[src/wcl_pkg.sv]
package wcl_pkg;
  localparam logic [4:0] OFS_FLAG_ATTRIBUTES_REG = 5'h00;
  localparam logic [4:0] OFS_HARDWARE_CONFIG_REG = 5'h04;
  localparam logic [4:0] OFS_LED_MODE = 5'h08;
  localparam logic [4:0] OFS_LED_BEHAV = 5'h0c;
  localparam logic [4:0] OFS_CTRL = 5'h10;
  localparam logic [4:0] OFS_INT_STS = 5'h14;
  localparam logic [4:0] OFS_INT_MASK = 5'h18;
  localparam logic [2:0] NV_WAKE0 = 3'h0;
  localparam logic [2:0] NV_WAKE1 = 3'h1;
  localparam logic [2:0] NV_LED0 = 3'h2;
  localparam logic [2:0] NV_LED1 = 3'h3;
  localparam logic [2:0] NV_LED2 = 3'h4;
  localparam logic [2:0] NV_LED3 = 3'h5;
  localparam int WK_MASTER = 7;
  localparam int WK_PDA = 0;
  localparam int WK_BUF = 14;
  localparam int WK_ATT_EN = 13;
  localparam int WK_ATT_POL = 12;
  localparam int WK_BCAST = 9;
  localparam int WK_FRAME = 8;
  localparam logic [7:0] WK1_USED = 8'h73;
  localparam logic [7:0] LED0_USED = 8'h0f;
  localparam int HW_PROT = 4;
  localparam int HW_LOADED = 8;
  localparam int HW_HSIC = 9;
  localparam int CTRL_RELOAD = 0;
  localparam int EV_DONE = 0;
  localparam int EV_ATTACH = 1;
  localparam int EV_ABSENT = 2;
  localparam logic [15:0] FLAG_ATTRIBUTES_REG_RST = 16'h0000;
  localparam logic [3:0] LED_EN_RST = 4'h0;
  localparam logic [15:0] LED_MODE_RST = 16'h0000;
  localparam logic [15:0] LED_BEHAV_RST = 16'h0000;
  localparam logic [2:0] INT_RST = 3'h0;

  typedef enum logic [1:0] {ST_BOOT, ST_FETCH, ST_FINISH, ST_IDLE} wcl_fsm_t;

  typedef struct packed {
    wcl_fsm_t state;
    logic [2:0] idx;
    logic loaded;
    logic [15:0] flag_attributes_reg;
    logic [3:0] led_en;
    logic rst_prot;
    logic [15:0] led_mode;
    logic [15:0] led_behav;
    logic [2:0] int_sts;
    logic [2:0] int_mask;
    logic irq;
    logic [31:0] prdata;
    logic [3:0] led;
    logic attach_act;
    logic attach;
    logic attach_oe;
    logic [2:0] wake;
    logic wakeup_frame_filter_load;
  } wcl_state_t;
endpackage

[src/wcl_loader.sv]
// Chosen here: the placing of the registers and the APB slave port.
`timescale 1ns/100ps
module wcl_loader (
  input wire logic CLOCK_I,
  input wire logic RESET_N_I,
  input wire logic SOFT_RESET_I,
  input wire logic PSEL_I,
  input wire logic PENABLE_I,
  input wire logic PWRITE_I,
  input wire logic [4:0] PADDR_I,
  input wire logic [31:0] PWDATA_I,
  output logic [31:0] PRDATA_O,
  output logic PREADY_O,
  output logic PSLVERR_O,
  input wire logic NVM_PRESENT_I,
  output logic NVM_REQ_O,
  output logic [2:0] NVM_ADDR_O,
  input wire logic NVM_ACK_I,
  input wire logic [7:0] NVM_DATA_I,
  input wire logic HSIC_MODE_I,
  input wire logic USB_READY_I,
  input wire logic [15:0] LED_STATUS_I,
  output logic [3:0] LED_O,
  output logic ATTACH_O,
  output logic ATTACH_OE_O,
  output logic [2:0] WAKE_EN_O,
  output logic WAKE_FILTER0_LOAD_O,
  output logic IRQ_O
);

  wcl_pkg::wcl_state_t s;
  wcl_pkg::wcl_state_t n;
  logic [3:0] led_next;
  logic [2:0] ev;
  logic wr;
  logic att_en;

  function automatic logic is_mapped(input logic [4:0] a);
    is_mapped = (a == wcl_pkg::OFS_FLAG_ATTRIBUTES_REG) || (a == wcl_pkg::OFS_HARDWARE_CONFIG_REG) ||
                (a == wcl_pkg::OFS_LED_MODE) || (a == wcl_pkg::OFS_LED_BEHAV) ||
                (a == wcl_pkg::OFS_CTRL) || (a == wcl_pkg::OFS_INT_STS) ||
                (a == wcl_pkg::OFS_INT_MASK);
  endfunction

  // each led shows the status line its select picks, when enabled
  genvar gi;
  generate
    for (gi = 0; gi < 4; gi++) begin : g_led
      assign led_next[gi] = s.led_en[gi] & LED_STATUS_I[s.led_mode[4*gi +: 4]];
    end
  endgenerate

  assign wr = PSEL_I & PENABLE_I & PWRITE_I;
  assign att_en = s.flag_attributes_reg[wcl_pkg::WK_ATT_EN] & HSIC_MODE_I;

  always_comb begin
    n = s;
    ev = 3'h0;
    n.wakeup_frame_filter_load = 1'b0;
    case (s.state)
      wcl_pkg::ST_BOOT: begin
        n.idx = wcl_pkg::NV_WAKE0;
        n.loaded = 1'b0;
        if (NVM_PRESENT_I) begin
          n.state = wcl_pkg::ST_FETCH;
        end else begin
          // no store: registers keep the values they already hold
          ev[wcl_pkg::EV_ABSENT] = 1'b1;
          n.loaded = 1'b1;
          n.state = wcl_pkg::ST_IDLE;
        end
      end
      wcl_pkg::ST_FETCH: begin
        if (NVM_ACK_I) begin
          case (s.idx)
            wcl_pkg::NV_WAKE0: begin
              n.flag_attributes_reg[7:0] = NVM_DATA_I;
            end
            wcl_pkg::NV_WAKE1: begin
              n.flag_attributes_reg[15:8] = NVM_DATA_I & wcl_pkg::WK1_USED;
            end
            wcl_pkg::NV_LED0: begin
              n.led_en = NVM_DATA_I[3:0] & wcl_pkg::LED0_USED[3:0];
            end
            wcl_pkg::NV_LED1: begin
              if (!s.rst_prot) begin
                n.led_mode[7:0] = NVM_DATA_I;
              end
            end
            wcl_pkg::NV_LED2: begin
              if (!s.rst_prot) begin
                n.led_mode[15:8] = NVM_DATA_I;
              end
            end
            wcl_pkg::NV_LED3: begin
              if (!s.rst_prot) begin
                n.led_behav[7:0] = NVM_DATA_I;
              end
            end
            default: begin
              n.idx = s.idx;
            end
          endcase
          if (s.idx == wcl_pkg::NV_LED3) begin
            n.state = wcl_pkg::ST_FINISH;
          end else begin
            n.idx = s.idx + 3'h1;
          end
        end
      end
      wcl_pkg::ST_FINISH: begin
        // frame filter 0 takes its pattern from the store only when enabled
        n.wakeup_frame_filter_load = s.flag_attributes_reg[wcl_pkg::WK_MASTER] & s.flag_attributes_reg[wcl_pkg::WK_FRAME];
        ev[wcl_pkg::EV_DONE] = 1'b1;
        n.loaded = 1'b1;
        n.state = wcl_pkg::ST_IDLE;
      end
      wcl_pkg::ST_IDLE: begin
        n.state = wcl_pkg::ST_IDLE;
      end
      default: begin
        n.state = wcl_pkg::ST_BOOT;
      end
    endcase

    if (wr) begin
      case (PADDR_I)
        wcl_pkg::OFS_FLAG_ATTRIBUTES_REG: begin
          n.flag_attributes_reg = PWDATA_I[15:0] & {wcl_pkg::WK1_USED, 8'hff};
        end
        wcl_pkg::OFS_HARDWARE_CONFIG_REG: begin
          n.led_en = PWDATA_I[3:0];
          n.rst_prot = PWDATA_I[wcl_pkg::HW_PROT];
        end
        wcl_pkg::OFS_LED_MODE: begin
          n.led_mode = PWDATA_I[15:0];
        end
        wcl_pkg::OFS_LED_BEHAV: begin
          n.led_behav = PWDATA_I[15:0];
        end
        wcl_pkg::OFS_CTRL: begin
          if (PWDATA_I[wcl_pkg::CTRL_RELOAD]) begin
            n.state = wcl_pkg::ST_BOOT;
          end
        end
        wcl_pkg::OFS_INT_MASK: begin
          n.int_mask = PWDATA_I[2:0];
        end
        default: begin
          n.int_mask = n.int_mask;
        end
      endcase
    end

    // device-level reset: protected led registers keep their contents
    if (SOFT_RESET_I) begin
      n.flag_attributes_reg = wcl_pkg::FLAG_ATTRIBUTES_REG_RST;
      n.led_en = wcl_pkg::LED_EN_RST;
      if (!s.rst_prot) begin
        n.led_mode = wcl_pkg::LED_MODE_RST;
        n.led_behav = wcl_pkg::LED_BEHAV_RST;
      end
      n.loaded = 1'b0;
      n.state = wcl_pkg::ST_BOOT;
    end

    // attach pin: asserted level from polarity, release by driver type
    n.attach_act = att_en & USB_READY_I;
    if (att_en) begin
      n.attach = USB_READY_I ~^ s.flag_attributes_reg[wcl_pkg::WK_ATT_POL];
      n.attach_oe = s.flag_attributes_reg[wcl_pkg::WK_BUF] | ~n.attach;
    end else begin
      n.attach = 1'b0;
      n.attach_oe = 1'b0;
    end
    ev[wcl_pkg::EV_ATTACH] = n.attach_act & ~s.attach_act;

    if (s.flag_attributes_reg[wcl_pkg::WK_MASTER]) begin
      n.wake = {s.flag_attributes_reg[wcl_pkg::WK_FRAME], s.flag_attributes_reg[wcl_pkg::WK_BCAST],
                s.flag_attributes_reg[wcl_pkg::WK_PDA]};
    end else begin
      n.wake = 3'h0;
    end
    n.led = led_next;

    // a new event wins over a clearing write in the same cycle
    n.int_sts = s.int_sts;
    if (wr && PADDR_I == wcl_pkg::OFS_INT_STS) begin
      n.int_sts = s.int_sts & ~PWDATA_I[2:0];
    end
    n.int_sts = n.int_sts | ev;
    n.irq = |(n.int_sts & n.int_mask);

    // read data is captured in the setup cycle
    if (PSEL_I && !PENABLE_I) begin
      n.prdata = 32'h0;
      case (PADDR_I)
        wcl_pkg::OFS_FLAG_ATTRIBUTES_REG: begin
          n.prdata[15:0] = s.flag_attributes_reg;
        end
        wcl_pkg::OFS_HARDWARE_CONFIG_REG: begin
          n.prdata[3:0] = s.led_en;
          n.prdata[wcl_pkg::HW_PROT] = s.rst_prot;
          n.prdata[wcl_pkg::HW_LOADED] = s.loaded;
          n.prdata[wcl_pkg::HW_HSIC] = HSIC_MODE_I;
        end
        wcl_pkg::OFS_LED_MODE: begin
          n.prdata[15:0] = s.led_mode;
        end
        wcl_pkg::OFS_LED_BEHAV: begin
          n.prdata[15:0] = s.led_behav;
        end
        wcl_pkg::OFS_INT_STS: begin
          n.prdata[2:0] = s.int_sts;
        end
        wcl_pkg::OFS_INT_MASK: begin
          n.prdata[2:0] = s.int_mask;
        end
        default: begin
          n.prdata = 32'h0;
        end
      endcase
    end
  end

  always_ff @(posedge CLOCK_I or negedge RESET_N_I) begin
    if (!RESET_N_I) begin
      s <= '0;
      s.state <= wcl_pkg::ST_BOOT;
      s.idx <= wcl_pkg::NV_WAKE0;
      s.flag_attributes_reg <= wcl_pkg::FLAG_ATTRIBUTES_REG_RST;
      s.led_en <= wcl_pkg::LED_EN_RST;
      s.led_mode <= wcl_pkg::LED_MODE_RST;
      s.led_behav <= wcl_pkg::LED_BEHAV_RST;
      s.int_sts <= wcl_pkg::INT_RST;
      s.int_mask <= wcl_pkg::INT_RST;
    end else begin
      s <= n;
    end
  end

  assign PRDATA_O = s.prdata;
  assign PREADY_O = 1'b1;
  assign PSLVERR_O = PSEL_I & PENABLE_I & ~is_mapped(PADDR_I);
  assign NVM_REQ_O = (s.state == wcl_pkg::ST_FETCH);
  assign NVM_ADDR_O = s.idx;
  assign LED_O = s.led;
  assign ATTACH_O = s.attach;
  assign ATTACH_OE_O = s.attach_oe;
  assign WAKE_EN_O = s.wake;
  assign WAKE_FILTER0_LOAD_O = s.wakeup_frame_filter_load;
  assign IRQ_O = s.irq;
endmodule

[config.mk]
export PLATFORM = sky130hd
export DESIGN_NAME = wcl_loader
export DESIGN_NICKNAME = d
export VERILOG_FILES = /design/src/wcl_pkg.sv /design/src/wcl_loader.sv
export SDC_FILE = /design/constraint.sdc
export NUM_CORES = 1
export LEC_CHECK = 0
export ABC_AREA = 1
export BUFFER_PORTS_ARGS = -buffer_cell sky130_fd_sc_hd__buf_4
export CORE_AREA = 2 2 132 134
export CTS_CLUSTER_SIZE = 24
export DETAILED_ROUTE_END_ITERATION = 7
export DIE_AREA = 0 0 134 136
export GPL_TIMING_DRIVEN = 0
export RECOVER_POWER = 25
export SLEW_MARGIN = 20
export SYNTH_ARGS = -nofsm -noshare
export SYNTH_HDL_FRONTEND = slang
export SYNTH_SLANG_ARGS = --single-unit
[constraint.sdc]
create_clock -name CLOCK_I -period 3.3 [get_ports CLOCK_I]
set_input_delay 0.33 -clock CLOCK_I [delete_from_list [all_inputs] [get_ports CLOCK_I]]
set_output_delay 0.33 -clock CLOCK_I [all_outputs]
set_load 0.02 [all_outputs]
==> results by group <==
Outcome
  – Status: finished, violations left
  – Violated checks: capacitance limit, slew limit

Synth
  – Synth Instances: roughly 800
  – Avg Inst Size Synth: 7.14 um2
  – Area contributors post-synth: dfrtp_1, nand2_1, nand3_1
  – Synth warn: 0
  – Cell taking the most area after synthesis: dfrtp_1
  – Synth Flop Type: dfrtp_1
  – Ys async rst share: 1.00
  – Count of different cell masters after synthesis: 36
  – EDFF count, synth: 0
  – Yosys top cell area share: 0.405
  – Sequential share of the synthesized area: 0.405
  – Mapped cell area: 5740 um2
  – Commonest cells post-synth: nand2_1, dfrtp_1, nand3_1, inv_1, nor2_1
  – Synth Register Bits: 93
  – Most frequent cell after synthesis: nand2_1

Place
  – Pre-CTS setup slack: 1.45 ns
  – Input/output buffers: 86
  – Gpl congestion: 0.894
  – HPWL after DPL: 14000 um

GRT
  – Grt ovf: 0
  – Initial antenna violation count: 0
  – Pin count of the biggest net entering global routing: 94
  – First-pass GRT wire length: 28700 um
  – Vias in the first global route: 5162
  – Gr usage total: 0.206

STA
  – Fin crit period: 2.08 ns
  – Fin Setup TNS: 0 ns
  – Worst setup margin: 1.22 ns
  – Rel. slew slack: -0.576
  – Tcrit/Tclk final: 0.630
  – Worst-Margin Slew: 2.36 ns
  – Final number of setup-violating endpoints: 0
  – Hold WS: between 0.15 and 0.2 ns
  – Max Freq: a little under 500 MHz
  – Fin. Hold Viols: 0
  – Layout Skew: slightly above 0.01 ns
  – Unrepaired setup endpoints after global routing: false
  – Max-slew violations: between 90 and 100

Cells and area
  – Antenna Cells: 0
  – Nets: 992
  – Synthesis-to-layout area growth: 21.4%
  – Core Util, Final: 0.413
  – Layout cell share with drive strength beyond 1: 0.214

Setup path
  – WP buf/inv: 1
  – CP Data Arrival Time: slightly above 2 ns
  – CP peak stage delay: about 1.6 ns
  – Crit path launch type: input port
  – CP Capture Type: async pin
  – CP max FO: 93
  – R2R setup slack: 1.58 ns
  – Critical Path RT: 3.26 ns
  – Crit-path cells: clkbuf_2
  – Delay-heaviest family, CP: buffers and inverters
  – Worst setup path class: in2async
  – Critical path's slowest cell: clkbuf_2

Drt
  – ANT nets after route: 0
  – TritonRoute pass-1 iters: 5
  – Final wirelength: 18300 um
  – DRC violations left: 0
  – Detailed Route Iter0 Violations: between 400 and 500
  – DR vias: about 5500
  – WL per Instance: 16.0 um
  – Vias per inst: approximately 4.8

Pwr
  – Worst VDD drop: 0.223 mV
  – Total power: around 2.5 mW
  – PD cells: 357 nW/um2
  – Clock share of power: 0.376
  – Sequential power share: 0.479
  – Leak: 3.71 nW
  – Int Pwr: roughly 1.8 mW
  – Switch Pwr: approximately 0.68 mW
  – Sw Ratio: 0.274
  – Comb pwr share: 0.145

Die
  – Starting Density: 0.340
  – # rows: 48
  – Die width: between 100 and 150 um
  – Die height: 136 um
  – Core ar.: 16900 um2
  – Ports: 120
  – Total die area: 18200 um2

Clock network
  – TritonCTS Buffers: 9
  – Clock-pin slew on the worst setup and hold paths: 0.06 ns
  – Root Buffer: clkbuf_16
  – Clock latency on the worst-skew pair: about 0.35 ns
  – H-tree depth: 3
  – CTS sink count: 93
  – CTS tree: yes
  – Buffer depth of the longest clock path: 2
  – Cts repair resizes: 0
  – Post-CTS Setup Inserts: 0
  – Post-CTS Hold Fix Bufs: 0

Flow run
  – Maxcap violations: 1

Min path
  – Hold Path Class: in2reg
[logic make-up (layout without fill, tap and decap cells)]
group / after synthesis / in the layout / synth area share
AND/OR/NAND/NOR: 410 / 410 / 0.312
buffers and inverters: 154 / 254 / 0.134
AO/OA/AOI/OAI: 138 / 138 / 0.133
flip-flops: 93 / 93 / 0.405
adder cells (fa/ha/maj): 5 / 5 / 0.0109
other: 2 / 17 / 0.00131
XOR/XNOR: 1 / 1 / 0.00153
multiplexers: 1 / 1 / 0.00196
[stage by stage]
step | instance area, um2 | cells
finish | 6970 | 1144
global route | 6970 | 1144
CTS | 6980 | 1144
detailed placement | 6730 | 1130
global placement | 6720 | 1130
floorplan | 5800 | 819
[path summary, 6_finish.rpt]
check	start	end	cells after the start
worst min-delay path	SOFT_RESET_I	s[107]	2
min in group asynchronous	RESET_N_I	WAKE_EN_O[2]	1
worst max-delay path	RESET_N_I	s[71]	1
worst min register to register	PRDATA_O[12]	PRDATA_O[12]	2
max in group CLOCK_I	NVM_ADDR_O[0]	s[93]	7
worst max register to register	NVM_ADDR_O[0]	s[93]	7
[power groups by stage]
stage / sequential, mW / clock [mW] / combinational [mW]
after detailed placement: 1.21 / 0 / 0.359
after floorplan: 1.21 / 0 / 0.192
after global routing: 1.19 / 0.993 / 0.397
after global placement: 1.21 / 0 / 0.357
after CTS: 1.19 / 0.948 / 0.360
final: 1.19 / 0.935 / 0.359
[sequential cells by signal, summed over array words and instances (netlist names)]
name	count
s	63
WAKE_FILTER0_LOAD_O	1
ATTACH_O	1
LED_O	4
IRQ_O	1
WAKE_EN_O	3
NVM_ADDR_O	3
ATTACH_OE_O	1
PRDATA_O	16
[placed cells by master (no fill, tap or decap), types with 10 or more instances in the layout]
cell type	Yosys	final
a21oi_1	35	35
buf_2	15	15
buf_4	44	129
clkbuf_1	7	10
conb_1	2	17
dfrtp_1	93	93
inv_1	74	74
nand2_1	234	234
nand2_2	11	11
nand3_1	92	92
nor2_1	54	54
o211ai_1	11	11
o21ai_0	46	46
o21ai_1	32	32
[layout make-up]
| type | count | area (um2) |
|---|---|---|
| sequential | 93 | 2330 |
| tap | 225 | 282 |
| clock inverter | 2 | 12.5 |
| clock buffer | 12 | 236 |
| multi-input combinational | 572 | 2700 |
| timing repair buffer | 86 | 643 |
| buffer | 68 | 447 |
| inverter | 86 | 323 |
| fill | 1791 | 9910 |
[per-layer routing]
| metal | routed length, um | vias to the layer above | share of wire | GRT usage |
|---|---|---|---|---|
| met3 | 1310 | 26 | 0.072 | 0.0216 |
| met4 | 423 | 0 | 0.023 | 0.0762 |
| met2 | 8080 | 245 | 0.44 | 0.311 |
| li1 | - | 2751 | - | - |
| met5 | 0 | - | 0 | 0 |
| met1 | 8480 | 2516 | 0.46 | 0.305 |
Power figures use the tool's default switching activity.
